==> src/scu_pkg.sv <==
// Package of the system control unit: offsets, field positions, reset values,
// timing counts and the types that carry its state.
// Assumes a 100 MHz mclk and a plain one-cycle register port.
package scu_pkg;

	// ************************************************************
	// Register offsets (byte addresses, one 32-bit word each).
	// ************************************************************
	localparam logic [7:0] OFF_CLK_CFG = 8'h00; // Clock source, PLL, PWM, ADC, monitors.
	localparam logic [7:0] OFF_LDO = 8'h04; // Regulator voltage code.
	localparam logic [7:0] OFF_RUN_EN = 8'h08; // Peripheral clock enables in run mode.
	localparam logic [7:0] OFF_SLP_EN = 8'h0c; // Peripheral clock enables in sleep mode.
	localparam logic [7:0] OFF_DSL_EN = 8'h10; // Peripheral clock enables in deep sleep.
	localparam logic [7:0] OFF_PRST = 8'h14; // Peripheral resets, held while set.
	localparam logic [7:0] OFF_INT_RAW = 8'h18; // Raw pending sources, write one to clear.
	localparam logic [7:0] OFF_INT_EN = 8'h1c; // Interrupt source enables.
	localparam logic [7:0] OFF_INT_MSK = 8'h20; // Pending sources gated by enables.
	localparam logic [7:0] OFF_CAUSE = 8'h24; // Reset causes, write one to clear.
	localparam logic [7:0] OFF_SLEEP = 8'h28; // Low-power request.
	localparam logic [7:0] OFF_SWRST = 8'h2c; // Software reset request.
	localparam logic [7:0] OFF_BOR = 8'h30; // Brown-out configuration.
	localparam logic [7:0] OFF_MEM_INFO = 8'h34; // Memory sizes, read only.
	localparam logic [7:0] OFF_PER_INFO = 8'h38; // Peripherals present, read only.
	localparam logic [7:0] OFF_PIN_INFO = 8'h3c; // Pins present, read only.
	localparam logic [7:0] OFF_STATUS = 8'h40; // Mode, lock and active source.

	// ************************************************************
	// Field positions.
	// ************************************************************
	localparam int CFG_SRC = 0; // Three bits of system clock source.
	localparam int CFG_PREF = 3; // Two bits of PLL reference source.
	localparam int CFG_PLL_PD = 5; // PLL powered down.
	localparam int CFG_MOSC_DIS = 6; // Main oscillator disable.
	localparam int CFG_IOSC_DIS = 7; // Internal oscillator disable.
	localparam int CFG_PWM_EXP = 8; // Three bits of PWM divide exponent.
	localparam int CFG_PWM_DIV = 11; // PWM divider in use.
	localparam int CFG_ADC_SPD = 12; // Two bits of ADC sample rate.
	localparam int CFG_IVER = 14; // Internal oscillator monitor enable.
	localparam int CFG_MVER = 15; // Main oscillator monitor enable.
	localparam int CFG_PVER = 16; // PLL monitor enable.
	localparam int CFG_GATE = 17; // Sleep gating uses the sleep enable sets.
	localparam int BOR_RST = 0; // Brown-out causes reset, else interrupt.
	localparam int BOR_RESAMP = 1; // Brown-out must hold on two samples.
	localparam int BOR_LDO_RST = 2; // Regulator low causes reset.
	localparam int BOR_DLY = 3; // Thirteen bits of resample delay.
	localparam int SLP_SLEEP = 0; // Request sleep.
	localparam int SLP_DEEP = 1; // Request deep sleep.

	// Interrupt source bits.
	localparam int INT_PLL_LOCK = 0;
	localparam int INT_ILIM = 1;
	localparam int INT_IOSC_FAIL = 2;
	localparam int INT_MOSC_FAIL = 3;
	localparam int INT_BOR = 4;
	localparam int INT_LDO_LOW = 5;
	localparam int INT_PLL_FAIL = 6;

	// Reset cause bits.
	localparam int RC_POR = 0;
	localparam int RC_EXT = 1;
	localparam int RC_BOR = 2;
	localparam int RC_LDO = 3;
	localparam int RC_SW = 4;
	localparam int RC_WDT = 5;

	// ************************************************************
	// Encodings, reset values and timing.
	// ************************************************************
	localparam logic [2:0] SRC_EXT = 3'h0;
	localparam logic [2:0] SRC_MAIN = 3'h1;
	localparam logic [2:0] SRC_INT = 3'h2;
	localparam logic [2:0] SRC_INT4 = 3'h3;
	localparam logic [2:0] SRC_PLL = 3'h4;
	localparam logic [2:0] SRC_RST = SRC_MAIN;
	localparam logic [1:0] PREF_RST = 2'h1; // Main oscillator.
	localparam logic [3:0] LDO_MAX = 4'ha; // 2.75 V, steps of 50 mV from 2.25 V.
	localparam logic [3:0] LDO_RST = 4'h5; // 2.5 V.
	localparam logic [2:0] PWM_EXP_MAX = 3'h6; // Divide by 64.
	localparam logic [5:0] CAUSE_RST = 6'h01; // Power-on recorded.
	localparam int RST_HOLD_NS = 1000; // Least length of the system reset.
	localparam int CLK_NS = 10;
	localparam logic [6:0] RST_CYC = 7'((RST_HOLD_NS + CLK_NS - 1) / CLK_NS);
	localparam int IOSC_WIN_NS = 10000; // Longest gap between internal ticks.
	localparam logic [9:0] IOSC_CYC = 10'(IOSC_WIN_NS / CLK_NS);
	localparam logic [4:0] MON_TICKS = 5'h10; // Internal ticks allowed without a tick.

	typedef enum logic [1:0] {
		SCU_RUN = 2'b00,
		SCU_SLEEP = 2'b01,
		SCU_DEEP = 2'b10
	} scu_mode_e;

	// Whole state of the unit.
	typedef struct packed {
		logic [31:0] rdata;
		logic [2:0] src;
		logic [1:0] pref;
		logic pll_pd;
		logic mosc_dis;
		logic iosc_dis;
		logic [2:0] pwm_exp;
		logic pwm_div;
		logic [1:0] adc_spd;
		logic iver;
		logic mver;
		logic pver;
		logic gate;
		logic [3:0] ldo;
		logic [31:0] run_en;
		logic [31:0] slp_en;
		logic [31:0] dsl_en;
		logic [31:0] prst;
		logic [6:0] int_raw;
		logic [6:0] int_en;
		logic [5:0] cause;
		scu_mode_e mode;
		logic bor_rst;
		logic bor_resamp;
		logic ldo_rst;
		logic [12:0] bor_dly;
		logic [12:0] bor_cnt;
		logic bor_wait;
		logic [5:0] pwm_cnt;
		logic pwm_tick;
		logic [9:0] iosc_cnt;
		logic [4:0] mosc_cnt;
		logic [4:0] pll_cnt;
		logic lock_q;
		logic [6:0] rst_cnt;
		logic [2:0] sel;
	} scu_state_s;

	// Register port request.
	typedef struct packed {
		logic [7:0] addr;
		logic [31:0] wdata;
		logic wr;
		logic rd;
	} scu_bus_s;

	localparam scu_state_s STATE_RST = '{src: SRC_RST, pref: PREF_RST, ldo: LDO_RST,
		cause: CAUSE_RST, mode: SCU_RUN, sel: SRC_RST, default: '0};

endpackage

==> src/scu_top.sv <==
// System control unit: clock selection, power modes, peripheral gating,
// reset generation with cause record, system interrupts and device info.
// Assumes all inputs synchronous to mclk; oscillator ticks are one-cycle pulses.
//
// Notes on behaviour
// - System clock from one of five sources.
// - PLL reference from any oscillator source.
// - Internal oscillator monitors main oscillator, PLL.
// - ADC clock comes from running PLL.
// - PWM clock divides by powers of two.
// - Sleep stops only processor clock when gating is off.
// - Deep sleep stops processor and PLL.
// - Enabled interrupt wakes to run mode.
// - Low-power modes entered only on request.
// - Five events generate a system reset.
// - Reset causes accumulate and are readable.
// - Per-peripheral clock enable and reset.
// - Separate enable sets for sleep, deep sleep.
// - Seven system interrupt sources.
// - Sources enabled singly, held until cleared.
// - Read-only memory, peripheral, pin info.
// - Regulator 2.25 to 2.75 V, default 2.5 V.
// - ADC rate reads back as one of four.
// - Brown-out optional resample after delay.
// - Disabling the active oscillator is ignored.
`timescale 1ns/1ps

module scu_top #(
	parameter logic [31:0] MEM_INFO = 32'h0000_0000, // Arbitrary value.
	parameter logic [31:0] PER_INFO = 32'h0000_0000, // Arbitrary value.
	parameter logic [31:0] PIN_INFO = 32'h0000_0000 // Arbitrary value.
) (
	input wire logic mclk,
	input wire logic rst_b,
	input wire scu_pkg::scu_bus_s bus,
	output logic [31:0] rd_data,
	input wire logic int_osc_tick,
	input wire logic main_osc_tick,
	input wire logic pll_tick,
	input wire logic pll_locked,
	input wire logic ldo_ilim,
	input wire logic bor_det,
	input wire logic ldo_low,
	input wire logic ext_rst_req,
	input wire logic wdt_timeout,
	input wire logic periph_irq,
	output logic [2:0] sysclk_sel,
	output logic [1:0] pll_ref_sel,
	output logic pll_pwr_en,
	output logic main_osc_en,
	output logic int_osc_en,
	output logic adc_clk_en,
	output logic [1:0] adc_speed,
	output logic pwm_clk_en,
	output logic cpu_clk_en,
	output logic [31:0] periph_clk_en,
	output logic [31:0] periph_rst,
	output logic [3:0] ldo_vsel,
	output logic sys_rst_b,
	output logic irq
);

	// ************************************************************
	// State and helpers.
	// ************************************************************
	scu_pkg::scu_state_s s_reg; // Registered state.
	scu_pkg::scu_state_s s_next; // Next state.

	// True when oscillator code o feeds the system clock, directly or through the PLL selected as system clock.
	function automatic logic osc_used(input logic [2:0] sel, input logic [1:0] pref,
		input logic [2:0] o);
		osc_used = (sel == o) || (sel == scu_pkg::SRC_PLL && {1'b0, pref} == o);
	endfunction

	// ************************************************************
	// Next-state logic.
	// ************************************************************
	// All behaviour lives in this one process so each flag has one writer.
	always_comb begin
		logic [6:0] ev; // Interrupt events this cycle.
		logic [5:0] rc; // Reset causes this cycle.
		logic wake;
		logic bor_ev;
		ev = '0;
		rc = '0;
		bor_ev = 1'b0;
		wake = 1'b0;
		s_next = s_reg;
		s_next.rdata = '0;

		// Read data stands only in the cycle after the strobe.
		if (bus.rd) begin
			unique case (bus.addr)
				scu_pkg::OFF_CLK_CFG: s_next.rdata = 32'({s_reg.gate, s_reg.pver, s_reg.mver,
					s_reg.iver, s_reg.adc_spd, s_reg.pwm_div, s_reg.pwm_exp, s_reg.iosc_dis,
					s_reg.mosc_dis, s_reg.pll_pd, s_reg.pref, s_reg.src});
				scu_pkg::OFF_LDO: s_next.rdata = 32'(s_reg.ldo);
				scu_pkg::OFF_RUN_EN: s_next.rdata = s_reg.run_en;
				scu_pkg::OFF_SLP_EN: s_next.rdata = s_reg.slp_en;
				scu_pkg::OFF_DSL_EN: s_next.rdata = s_reg.dsl_en;
				scu_pkg::OFF_PRST: s_next.rdata = s_reg.prst;
				scu_pkg::OFF_INT_RAW: s_next.rdata = 32'(s_reg.int_raw);
				scu_pkg::OFF_INT_EN: s_next.rdata = 32'(s_reg.int_en);
				scu_pkg::OFF_INT_MSK: s_next.rdata = 32'(s_reg.int_raw & s_reg.int_en);
				scu_pkg::OFF_CAUSE: s_next.rdata = 32'(s_reg.cause);
				scu_pkg::OFF_BOR: s_next.rdata = 32'({s_reg.bor_dly, s_reg.ldo_rst,
					s_reg.bor_resamp, s_reg.bor_rst});
				scu_pkg::OFF_MEM_INFO: s_next.rdata = MEM_INFO;
				scu_pkg::OFF_PER_INFO: s_next.rdata = PER_INFO;
				scu_pkg::OFF_PIN_INFO: s_next.rdata = PIN_INFO;
				scu_pkg::OFF_STATUS: s_next.rdata = 32'({s_reg.sel, pll_locked, s_reg.mode});
				default: s_next.rdata = '0;
			endcase
		end

		// Register writes.
		if (bus.wr) begin
			unique case (bus.addr)
				scu_pkg::OFF_CLK_CFG: begin
					// Source codes above the PLL are not sources; keep the old one.
					if (bus.wdata[scu_pkg::CFG_SRC +: 3] <= scu_pkg::SRC_PLL) begin
						s_next.src = bus.wdata[scu_pkg::CFG_SRC +: 3];
					end
					s_next.pref = bus.wdata[scu_pkg::CFG_PREF +: 2];
					s_next.pll_pd = bus.wdata[scu_pkg::CFG_PLL_PD];
					// A disable of an oscillator in use is dropped, judged on the new setting.
					s_next.mosc_dis = bus.wdata[scu_pkg::CFG_MOSC_DIS] &&
						!osc_used(s_next.src, s_next.pref, scu_pkg::SRC_MAIN);
					s_next.iosc_dis = bus.wdata[scu_pkg::CFG_IOSC_DIS] &&
						!osc_used(s_next.src, s_next.pref, scu_pkg::SRC_INT) &&
						!osc_used(s_next.src, s_next.pref, scu_pkg::SRC_INT4);
					if (bus.wdata[scu_pkg::CFG_PWM_EXP +: 3] <= scu_pkg::PWM_EXP_MAX) begin
						s_next.pwm_exp = bus.wdata[scu_pkg::CFG_PWM_EXP +: 3];
					end
					s_next.pwm_div = bus.wdata[scu_pkg::CFG_PWM_DIV];
					s_next.adc_spd = bus.wdata[scu_pkg::CFG_ADC_SPD +: 2];
					s_next.iver = bus.wdata[scu_pkg::CFG_IVER];
					s_next.mver = bus.wdata[scu_pkg::CFG_MVER];
					s_next.pver = bus.wdata[scu_pkg::CFG_PVER];
					s_next.gate = bus.wdata[scu_pkg::CFG_GATE];
				end
				scu_pkg::OFF_LDO: begin
					// Codes beyond 2.75 V would overstress the core; they are ignored.
					if (bus.wdata[3:0] <= scu_pkg::LDO_MAX) begin
						s_next.ldo = bus.wdata[3:0];
					end
				end
				scu_pkg::OFF_RUN_EN: s_next.run_en = bus.wdata;
				scu_pkg::OFF_SLP_EN: s_next.slp_en = bus.wdata;
				scu_pkg::OFF_DSL_EN: s_next.dsl_en = bus.wdata;
				scu_pkg::OFF_PRST: s_next.prst = bus.wdata;
				scu_pkg::OFF_INT_RAW: s_next.int_raw = s_reg.int_raw & ~bus.wdata[6:0];
				scu_pkg::OFF_INT_EN: s_next.int_en = bus.wdata[6:0];
				scu_pkg::OFF_CAUSE: s_next.cause = s_reg.cause & ~bus.wdata[5:0];
				scu_pkg::OFF_SLEEP: begin
					// Only software asks for a low-power mode, and only from run.
					if (s_reg.mode == scu_pkg::SCU_RUN) begin
						if (bus.wdata[scu_pkg::SLP_DEEP]) begin
							s_next.mode = scu_pkg::SCU_DEEP;
						end else if (bus.wdata[scu_pkg::SLP_SLEEP]) begin
							s_next.mode = scu_pkg::SCU_SLEEP;
						end
					end
				end
				scu_pkg::OFF_SWRST: rc[scu_pkg::RC_SW] = bus.wdata[0];
				scu_pkg::OFF_BOR: begin
					s_next.bor_rst = bus.wdata[scu_pkg::BOR_RST];
					s_next.bor_resamp = bus.wdata[scu_pkg::BOR_RESAMP];
					s_next.ldo_rst = bus.wdata[scu_pkg::BOR_LDO_RST];
					s_next.bor_dly = bus.wdata[scu_pkg::BOR_DLY +: 13];
				end
				default: begin
					// Unmapped and read-only words take no write.
				end
			endcase
		end

		// PWM divider: a one-cycle enable every 2^exp system cycles.
		if (!s_reg.pwm_div || s_reg.pwm_cnt == 6'((7'h01 << s_reg.pwm_exp) - 7'h01)) begin
			s_next.pwm_cnt = '0;
			s_next.pwm_tick = 1'b1;
		end else begin
			s_next.pwm_cnt = s_reg.pwm_cnt + 6'h01;
			s_next.pwm_tick = 1'b0;
		end

		// Internal oscillator watched by mclk; the others by internal ticks.
		if (int_osc_tick || !s_reg.iver || s_reg.iosc_dis) begin
			s_next.iosc_cnt = '0;
		end else if (s_reg.iosc_cnt == scu_pkg::IOSC_CYC - 10'h001) begin
			ev[scu_pkg::INT_IOSC_FAIL] = 1'b1;
			s_next.iosc_cnt = '0;
		end else begin
			s_next.iosc_cnt = s_reg.iosc_cnt + 10'h001;
		end
		if (main_osc_tick || !s_reg.mver || s_reg.mosc_dis) begin
			s_next.mosc_cnt = '0;
		end else if (int_osc_tick) begin
			if (s_reg.mosc_cnt == scu_pkg::MON_TICKS - 5'h01) begin
				ev[scu_pkg::INT_MOSC_FAIL] = 1'b1;
				s_next.mosc_cnt = '0;
			end else begin
				s_next.mosc_cnt = s_reg.mosc_cnt + 5'h01;
			end
		end
		if (pll_tick || !s_reg.pver || !pll_pwr_en) begin
			s_next.pll_cnt = '0;
		end else if (int_osc_tick) begin
			if (s_reg.pll_cnt == scu_pkg::MON_TICKS - 5'h01) begin
				ev[scu_pkg::INT_PLL_FAIL] = 1'b1;
				s_next.pll_cnt = '0;
			end else begin
				s_next.pll_cnt = s_reg.pll_cnt + 5'h01;
			end
		end

		// Brown-out sampled on internal oscillator ticks, optionally twice.
		if (int_osc_tick) begin
			if (s_reg.bor_wait) begin
				if (s_reg.bor_cnt == '0) begin
					bor_ev = bor_det;
					s_next.bor_wait = 1'b0;
				end else begin
					s_next.bor_cnt = s_reg.bor_cnt - 13'h0001;
				end
			end else if (bor_det) begin
				if (s_reg.bor_resamp) begin
					s_next.bor_wait = 1'b1;
					s_next.bor_cnt = s_reg.bor_dly;
				end else begin
					bor_ev = 1'b1;
				end
			end
		end

		// Interrupt events.
		s_next.lock_q = pll_locked;
		ev[scu_pkg::INT_PLL_LOCK] = pll_locked && !s_reg.lock_q;
		ev[scu_pkg::INT_ILIM] = ldo_ilim;
		ev[scu_pkg::INT_BOR] = bor_ev;
		ev[scu_pkg::INT_LDO_LOW] = ldo_low;
		s_next.int_raw = s_next.int_raw | ev;

		// Reset events.
		rc[scu_pkg::RC_EXT] = ext_rst_req;
		rc[scu_pkg::RC_BOR] = bor_ev && s_reg.bor_rst;
		rc[scu_pkg::RC_LDO] = ldo_low && s_reg.ldo_rst;
		rc[scu_pkg::RC_WDT] = wdt_timeout;

		// Any enabled interrupt wakes the processor.
		wake = (|(s_reg.int_raw & s_reg.int_en)) || periph_irq;
		if (s_reg.mode != scu_pkg::SCU_RUN && wake) begin
			s_next.mode = scu_pkg::SCU_RUN;
		end

		// Active source: deep sleep drops the PLL for its reference oscillator.
		if (s_next.mode == scu_pkg::SCU_DEEP && s_next.src == scu_pkg::SRC_PLL) begin
			s_next.sel = {1'b0, s_next.pref};
		end else begin
			s_next.sel = s_next.src;
		end

		// System reset restores defaults but keeps and adds to the cause record, less the power-on bit.
		if (|rc) begin
			s_next = scu_pkg::STATE_RST;
			s_next.cause = (s_reg.cause & ~scu_pkg::CAUSE_RST) | rc;
			s_next.lock_q = pll_locked;
			s_next.rst_cnt = scu_pkg::RST_CYC;
		end else if (s_reg.rst_cnt != '0) begin
			s_next.rst_cnt = s_reg.rst_cnt - 7'h01;
		end
	end

	// ************************************************************
	// State register.
	// ************************************************************
	// Power-on reset is the only asynchronous reset of this unit; it records itself.
	always_ff @(posedge mclk or negedge rst_b) begin
		if (!rst_b) begin
			s_reg <= scu_pkg::STATE_RST;
		end else begin
			s_reg <= s_next;
		end
	end

	// ************************************************************
	// Outputs.
	// ************************************************************
	assign rd_data = s_reg.rdata;
	assign sysclk_sel = s_reg.sel;
	assign pll_ref_sel = s_reg.pref;
	assign pll_pwr_en = !s_reg.pll_pd && s_reg.mode != scu_pkg::SCU_DEEP;
	assign main_osc_en = !s_reg.mosc_dis;
	assign int_osc_en = !s_reg.iosc_dis;
	assign adc_clk_en = pll_pwr_en && pll_locked;
	assign adc_speed = s_reg.adc_spd;
	assign pwm_clk_en = s_reg.pwm_tick;
	assign cpu_clk_en = s_reg.mode == scu_pkg::SCU_RUN;
	// Without gating every run-enabled peripheral keeps running in sleep.
	assign periph_clk_en = (s_reg.mode == scu_pkg::SCU_RUN || !s_reg.gate) ? s_reg.run_en :
		(s_reg.mode == scu_pkg::SCU_SLEEP) ? s_reg.slp_en : s_reg.dsl_en;
	assign periph_rst = s_reg.prst;
	assign ldo_vsel = s_reg.ldo;
	assign sys_rst_b = s_reg.rst_cnt == '0;
	assign irq = |(s_reg.int_raw & s_reg.int_en);
endmodule

==> config.mk <==
export PLATFORM = sky130hd
export DESIGN_NAME = scu_top
export DESIGN_NICKNAME = d
export VERILOG_FILES = /design/src/scu_pkg.sv /design/src/scu_top.sv
export SDC_FILE = /design/constraint.sdc
export NUM_CORES = 1
export LEC_CHECK = 0
export BUFFER_PORTS_ARGS = -buffer_cell sky130_fd_sc_hd__buf_2
export CAP_MARGIN = 20
export CORE_UTILIZATION = 53
export CTS_CLUSTER_SIZE = 24
export DETAILED_ROUTE_END_ITERATION = 12
export HOLD_SLACK_MARGIN = 0.02
export PLACE_DENSITY_LB_ADDON = 0.2
export REMOVE_ABC_BUFFERS = 1
export SYNTH_ARGS = -nofsm -noshare
export SYNTH_HDL_FRONTEND = slang
export SYNTH_SLANG_ARGS = --single-unit
==> constraint.sdc <==
create_clock -name mclk -period 3.45 [get_ports mclk]
set_input_delay 0.5175 -clock mclk [delete_from_list [all_inputs] [get_ports mclk]]
set_output_delay 0.5175 -clock mclk [all_outputs]
set_load 0.005 [all_outputs]
After elaboration in Yosys (flattened, before gate mapping)
Index checks and enable logic that the tools add are counted.

word-level totals
  word-level logic and storage cells = 219
  latch bits = 0
  register bits = 272
  memory bits (writable) = 0
  memory bits (read-only) = 0
  output and inout bits = 115
  memories kept = 0
  input bits = 54

cells by class
  multiplexer cells = 60
  bitwise operators = 8
  div/mod/pow operators = 0
  magnitude comparators = 3
  shift-type cells = 1
  equality and inequality tests = 29
  $mul = 0
  add/subtract/negate cells = 7
  reduce and logical (&&, ||, !) cells = 75

operator list
  operator                                             number
  one-hot mux 32 bit (12 select lines)                 1
  two-way mux 262 bit                                  1
  two-way mux 32 bit                                   7
  two-way mux 188 bit                                  1
  two-way mux 14 bit                                   4
  equality test 8 x 6 -> 1 bit, second input constant  5
  two-way mux 7 bit                                    5
  equality test 8 x 5 -> 1 bit, second input constant  4
  two-way mux 5 bit                                    6
  nonzero test 2 bit                                   15
  bitwise AND 7 bit                                    3
  two-way mux 10 bit                                   2
  two-way mux 18 bit                                   1
  two-way mux 3 bit                                    6
  equality test 8 x 4 -> 1 bit, second input constant  2
  two-way mux 1 bit                                    16
  two-way mux 16 bit                                   1
  AND reduction 2 bit                                  8
  logical AND 1 bit                                    13
  logical NOT 1 bit                                    13
  logical NOT 13 bit                                   1
  two-way mux 13 bit                                   1
  subtractor 13 x 1 -> 13 bit, second input constant   1
  logical OR 1 bit                                     12
  37 further kinds                                     54

Logic depth before layout (Yosys ltp)
Gate-level depths: netlist of run 1.

  depth after elaboration = 17
  depth in mapped cells = 11
  gate-level depth less buffers = 8

Least setup slack after synthesis of run 1
No wires, ideal clock.

  path kind = input to register
  from = input port bus[37] (netlist bit)
  to = register s_reg[58] (netlist bit)
  required time = 3.325 ns
  data arrival time = 2.586 ns
  path slack = 0.740 ns
  library setup time = 0.125 ns
  buffers on the path = 3
  cell stages on the path = 9
  cells stage by stage = clkbuf_1 > or4_1 > clkbuf_1 > or3_1 > nor2_1 > o21ai_0 > nand2_2 > buf_4 > mux2_2

on the way
  longest elaborated chain between the ends = 6
  elaborated cells on any way between the ends = 9
  classes of those cells = eq/ne: 2; mux: 3; reduce/logical: 4

ends and longest elaborated chain
  item                                  RTL line        RTL
  start, declared                       scu_top.sv:35   input wire scu_pkg::scu_bus_s bus,
  equality test 8 x 6 -> 1 bit          scu_top.sv:118  unique case (bus.addr)
  two-way mux 1 bit                     scu_top.sv:118
  two-way mux 1 bit                     scu_top.sv:117  if (bus.wr) begin
  OR reduction 5 bit                    scu_top.sv:264  if (|rc) begin
  nonzero test 2 bit (no source line)   -
  AND reduction 2 bit (no source line)  -
  end signal, assigned                  scu_top.sv:280  s_reg <= scu_pkg::STATE_RST;
  end signal, assigned                  scu_top.sv:282  s_reg <= s_next;
  end, declared                         scu_top.sv:66   scu_pkg::scu_state_s s_reg;

Parallel ways exist; a longest one is shown, timed or not.
A chain may end at the register's enable or synchronous reset.

Worst setup path in the final report of run 1
  from = register s_reg[68] (netlist bit)
  to = output port periph_clk_en[20]

on the way
  longest elaborated chain between the ends = 3
  elaborated cells on any way between the ends = 5
  classes of those cells = eq/ne: 1; mux: 2; reduce/logical: 2

ends and longest elaborated chain
  item                                                                      RTL line                        RTL
  equality test 2 x 1 -> 1 bit / logical NOT 2 bit (equally long branches)  scu_top.sv:301, scu_top.sv:300
  two-way mux 32 bit / logical OR 1 bit (equally long branches)             scu_top.sv:301, scu_top.sv:300
  two-way mux 32 bit *                                                      scu_top.sv:300                  assign periph_clk_en = (s_reg.mode == scu_pkg::SCU_RUN || !s_reg.gate) ? s_reg.run_en :
  end, declared                                                             scu_top.sv:56                   output logic [31:0] periph_clk_en,

Mark *: on every way between the ends. The rest lies on a longest branch, timed or not.

==> impl_metrics.yaml, run 1 <==
grt:
  grt_pass1_wl_um: 63120
  overflow: 0
  antenna_found_initial: 3
  track_usage_pct: 30.65
  grt_use_met3_pct: 5.682
  use_met2_pct: 46.85
  grtUsageMet1_pct: 44.44
  grt_busiest_layer: "met2"
  grt_pass1_vias: 10900
  grt_max_degree: 118
drt:
  drt-vias-per-instance: 6.097
  wl_um: 40740
  first_pass_iters: 7
  vias: 11180
  wl_per_cell_um: 22.23
  drt_iter0_drc: 1459
  drc_errors: 0
  ant_nets: 0
pwr:
  p_per_area_nw_per_um2: 445.4
  irDropWorstVdd_mv: 0.4295
  fin_total_pwr_w: 0.007049
  cellLeakagePower_nw: 7.210
floorplanning:
  die_h_um: 164.3
  rows: 59
  ios: 169
  initial_core_util_pct: 53.87
  fp.dieArea_um2: 26990
  core_um2: 25910
  fp.dieW_um: 164.3
yosys:
  dominantRegCellSynth: "dfrtp_1"
  yosysWarnings: 0
  ys_seq_area_share_pct: 48.82
  synth_seq_cells: 272
  postSynth.asyncResetShare_pct: 100.0
  synth-edff-count: 0
  syn_area_per_cell_um2: 10.11
  synth_area_um2: 13960
  netlist_instances: 1380
  yosysUniqueCellTypes: 65
worst_setup_path:
  cp-start-kind: "flip-flop"
  reg2reg_setup_slack_ns: 0.49
  r2r-end: "rd_data[4]"
  r2r_start: "s_reg[48]"
  end_kind: "output pin"
  arrival_ns: 2.65
  crit_fanout: 16
  crit_type: "reg -> out"
  rr_worst_depth: 7
  required_ns: 2.93
layout:
  fin_util_pct: 61.08
  drive_above_1_share_pct: 29.10
  syn2layout_area_growth_pct: 13.39
  largest_reg_flops: 196
  nNetsFinal: 1533
hold_path:
  min_from: "pll_locked"
  hold_end: "s_reg[10]"
  min_path_cells: 1
  min_path_type: "in -> reg"
sta:
  clock.fmax_mhz: 315.9
  maxSlewViolCount: 0
  fin_crit_ns: 3.165
  fin_crit_sh_pct: 91.75
  rsz0062_at_grt: "false"
  setup_viol: 0
  hold_viol: 0
  skew_ns: 0.04750
  relSlewSlack_pct: 43.65
  tightest_slew_ns: 0.8453
clock_network:
  cts_resized: 0
  cts.sinks: 272
  insertion_delay_ns: 0.59
  cts_setup_buffers: 0
  holdBufCountCts: 1
  cts_max_level: 1
  cts_tree: "built"
  cts_root_buffer: "clkbuf_16"
  clk_pin_slew_ns: 0.07
  numCtsBuffers: 30
  cts_max_path_buffers: 3
run_status:
  status: "complete, no violations"
job:
  drv_cap: 0
place:
  place_congestion: 0.9731
  place_hpwl_um: 27680
  io_buffers: 168
critical path, stage by stage, from the launching register on:
cell,delay (ns)
dfrtp_1,0.54
inv_1,0.15
nor2_4,0.45
buf_4,0.43
mux2i_1,0.23
o21ai_0,0.09
buf_2,0.16
where the power goes:
group / internal [W] / switching (W)
registers: 0.00326 / 0.0000652
logic: 0.000192 / 0.000319
clock network: 0.00189 / 0.00132
total: 0.00535 / 0.00170
cell usage in the layout (no fill, tap or decap), types with 10 or more instances in the layout:
cell type,Yosys,routed
dfrtp_1,266,266
nand2_1,178,178
buf_2,19,167
mux2_2,124,124
nor2_1,88,82
o21ai_0,82,82
a21oi_1,75,75
buf_4,82,46
mux2i_1,41,41
a22oi_1,31,31
nor3_1,31,30
clkbuf_16,0,30
a222oi_1,29,29
and2_1,24,24
nand3_1,21,21
inv_1,21,21
and2_4,14,14
and3_1,13,13
xnor2_1,13,13
o22ai_1,11,11
xor2_1,10,10
clkbuf_1,55,10
kinds of logic after synthesis:
group                      after synthesis  share of synthesized area, %
xor gates and xnor gates                23                         1.443
buffers and inverters                  182                         7.387
muxes                                  166                         13.11
adders and majority gates                8                        0.7172
and+or+nand+nor                        433                         14.92
AOI/OAI and AO/OA                      296                         13.61
DFF                                    272                         48.82
area by class of cell:
| cell class | instances | area [µm²] |
|---|---|---|
| diodes | 3 | 7.507 |
| clock buffers | 46 | 870.8 |
| clock inverters | 10 | 127.6 |
| fillers | 2169 | 10080 |
| inverters | 21 | 78.83 |
| repair buffers | 220 | 1306 |
| flip-flops and latches | 272 | 6814 |
| well taps | 335 | 419.2 |
| multi-input cells | 926 | 6202 |
cell usage after synthesis, drive strengths merged (6+ instances only):
cell	n	share of area [%]
ha	8	0.72
and2	38	2.0
mux2i	41	2.9
mux2	124	10
a31oi	10	0.45
xor2	10	0.63
a22oi	31	1.7
dfrtp	266	48
clkbuf	56	1.5
nand2	182	5.0
nand2b	6	0.27
nand3	21	0.75
xnor2	13	0.82
and3	13	0.58
nor2	88	2.4
dfstp	6	1.1
a21oi	75	2.7
nand4	8	0.36
a222oi	29	2.1
a221oi	9	0.56
or3	6	0.27
o22ai	11	0.49
o21ai	92	3.3
nor3	32	1.2
nor4	7	0.31
inv	21	0.56
buf	105	5.3
a211oi	9	0.48
stage by stage:
stage	cells	TNS (ns)	instance area [µm²]	worst slack, ns	hold slack (ns)
global placement	1773	0	14810	0.5489	0.4576
floorplan	1219	-8.147	13010	-0.2930	0.2219
detailed placement	1773	0	14810	0.5216	0.4596
finish	1833	0	15830	0.2845	0.1242
global route	1831	0	15820	0.2028	0.1217
CTS	1830	0	15820	0.3005	0.1198
worst max-delay path by stage:
| stage | startpoint | cells past startpoint | slack, ns | endpoint |
|---|---|---|---|---|
| CTS | s_reg[68] | 6 | 0.30 | periph_clk_en[0] |
| finish | s_reg[68] | 6 | 0.28 | periph_clk_en[20] |
| global route | s_reg[68] | 6 | 0.20 | periph_clk_en[2] |
| detailed placement | s_reg[47] | 6 | 0.52 | s_reg[169] |
| global placement | s_reg[47] | 6 | 0.55 | s_reg[37] |
| floorplan | bus[36] | 3 | -0.29 | s_reg[154] |
metal layers:
layer  vias to the layer above  wire length [µm]
li1                       5043                 -
met1                      5498             17620
met2                       554             18520
met3                        78              3670
met4                         2               917
met5                         -                13
(Power assumes the default switching activity.)
==> run 2, diff against run 1 <==
--- a/config.mk
+++ b/config.mk
@@ -7,7 +7,9 @@
 export LEC_CHECK = 0
 export BUFFER_PORTS_ARGS = -buffer_cell sky130_fd_sc_hd__buf_2
 export CAP_MARGIN = 20
+export CORE_MARGIN = 3
 export CORE_UTILIZATION = 53
+export CTS_BUF_LIST = sky130_fd_sc_hd__clkbuf_4 sky130_fd_sc_hd__clkbuf_8
 export CTS_CLUSTER_SIZE = 24
 export DETAILED_ROUTE_END_ITERATION = 12
 export HOLD_SLACK_MARGIN = 0.02
==> constraint.sdc (replaced) <==
create_clock -name mclk -period 3.45 [get_ports mclk]
set_input_delay 0.69 -clock mclk [delete_from_list [all_inputs] [get_ports mclk]]
set_output_delay 0.69 -clock mclk [all_outputs]
set_load 0.005 [all_outputs]
==> run 2 against run 1 <==
Routed wire length up 3.9%. Sequential share of layout area down 0.14 points. First-iteration DRC count decreased by 12%. Cell count grew 1.5%. Sequential cell count unchanged. Via count grew 2.2%. Worst hold slack better by 0.0090 ns. Critical path type unchanged. Largest power group unchanged. Highest routed layer unchanged.
==> impl_metrics.yaml, run 2 (same netlist as run 1, synthesis figures left out) <==
floorplanning:
  initial_core_util_pct: 54.64
  fp.dieW_um: 168.3
  die_h_um: 168.3
  core_um2: 25540
  ios: 169
  fp.dieArea_um2: 28320
  rows: 58
layout:
  final_cell_mix: "dfrtp_1 (266), nand2_1 (178), buf_2 (168)"
  syn2layout_area_growth_pct: 13.75
  final_area_um2: 15880
  multi_input_area_um2: 6202
  largest_reg_flops: 196
  regArea_um2: 6814
  layoutNonFillerInstCount: 1860
  mostFrequentLayoutCell: "dfrtp_1"
  drive_above_1_share_pct: 31.44
  nNetsFinal: 1554
  antennaDiodeCount: 0
  n_fill_cell: 2146
grt:
  antenna_found_initial: 2
  grt_pass1_vias: 11230
  track_usage_pct: 29.31
  overflow: 0
  grt_max_degree: 84
  grt_pass1_wl_um: 65000
pwr:
  p_per_area_nw_per_um2: 438.6
  irDropWorstVdd_mv: 0.5956
  cellLeakagePower_nw: 7.306
  fin_total_pwr_w: 0.006964
worst_setup_path:
  path_buf_inv: 2
  required_ns: 2.76
  end_kind: "output pin"
  crit_family: "buffers and inverters"
  crit_fanout: 13
  cp-start-kind: "flip-flop"
  critPathSlowestCell: "nor2_4"
  arrival_ns: 2.57
  crit_type: "reg -> out"
  max_stage_delay_ns: 0.54
  worstPathCellList: "nor2_4 > buf_4 > mux2i_1 > o21ai_0 > buf_2"
sta:
  fin_crit_ns: 3.263
  finalSetupTns_ns: 0
  setup_viol: 0
  clock.fmax_mhz: 306.4
  hold_viol: 0
  hold_ws_ns: 0.1332
  rsz0062_at_grt: "false"
  skew_ns: 0.03008
  tightest_slew_ns: 0.8088
  relSlewSlack_pct: 45.62
  fin_crit_sh_pct: 94.59
  maxSlewViolCount: 0
clock_network:
  cts_max_level: 2
  cts_root_buffer: "clkbuf_8"
  insertion_delay_ns: 0.58
  cts.sinks: 272
  cts_setup_buffers: 0
  cts_resized: 0
  clk_pin_slew_ns: 0.06
  cts_max_path_buffers: 3
  numCtsBuffers: 46
  cts_tree: "built"
  holdBufCountCts: 0
drt:
  wl_um: 42320
  drt_iter0_drc: 1289
  wl_per_cell_um: 22.75
  drc_errors: 0
  first_pass_iters: 7
  ant_nets: 0
  drt-vias-per-instance: 6.142
  vias: 11420
place:
  place_area_um2: 14870
  place_hpwl_um: 28100
  dpl.cell_count: 1773
  io_buffers: 168
  place_congestion: 0.9664
hold_path:
  min_path_type: "in -> async"
run_status:
  status: "complete, no violations"
job:
  drv_cap: 0
[run 2: cell types whose count changed in the layout (fill, tap and decap cells not counted), moves of 2 or more]
| cell | previous run | this run |
|---|---|---|
| clkinv_2 | 6 | 9 |
| clkbuf_1 | 10 | 0 |
| clkbuf_4 | 0 | 17 |
| diode_2 | 3 | 0 |
| clkbuf_16 | 30 | 0 |
| clkbuf_8 | 6 | 56 |
| buf_4 | 46 | 49 |
| inv_8 | 0 | 2 |
| buf_12 | 5 | 7 |
[run 2: final timing paths]
check	startpoint	to	slack [ns]	depth (start not counted)
max	s_reg[69]	periph_clk_en[15]	0.19	5
min	rst_b	periph_rst[26]	0.13	1
max reg2reg	s_reg[47]	periph_rst[30]	0.35	7
min reg2reg	s_reg[70]	s_reg[70]	0.47	1
max in group asynchronous	rst_b	ldo_vsel[2]	2.53	2
min in group mclk	pll_locked	s_reg[10]	0.33	1
[run 2: stage by stage]
step / worst slack [ns] / utilization, %
2_1_floorplan: -0.4655 / -
3_3_place_gp: 0.4698 / 58.20
3_5_place_dp: 0.4271 / 58.20
4_1_cts: 0.2444 / 62.13
5_1_grt: 0.1350 / 62.15
6_report: 0.1866 / 62.15
[run 2: power by group]
part / leakage, nW / internal, W / total [W] / switching, W
clock: 0.547 / 0.00175 / 0.00311 / 0.00137
combinational: 3.06 / 0.000195 / 0.000523 / 0.000327
sequential: 3.70 / 0.00326 / 0.00333 / 0.0000640
[run 2: cell type report]
cell class	instances	area share [%]
clock inverters	13	0.6699
clock buffers	73	5.658
repair buffers	225	8.590
inverters	21	0.4965
multi-input cells	926	39.07
well taps	330	2.601
flip-flops and latches	272	42.92
[run 2: metal layers]
layer | wire (µm) | global-route usage, %
met2 | 19080 | 45.45
met1 | 17160 | 39.94
met3 | 4529 | 7.913
met5 | 23 | 0
met4 | 1530 | 10.49
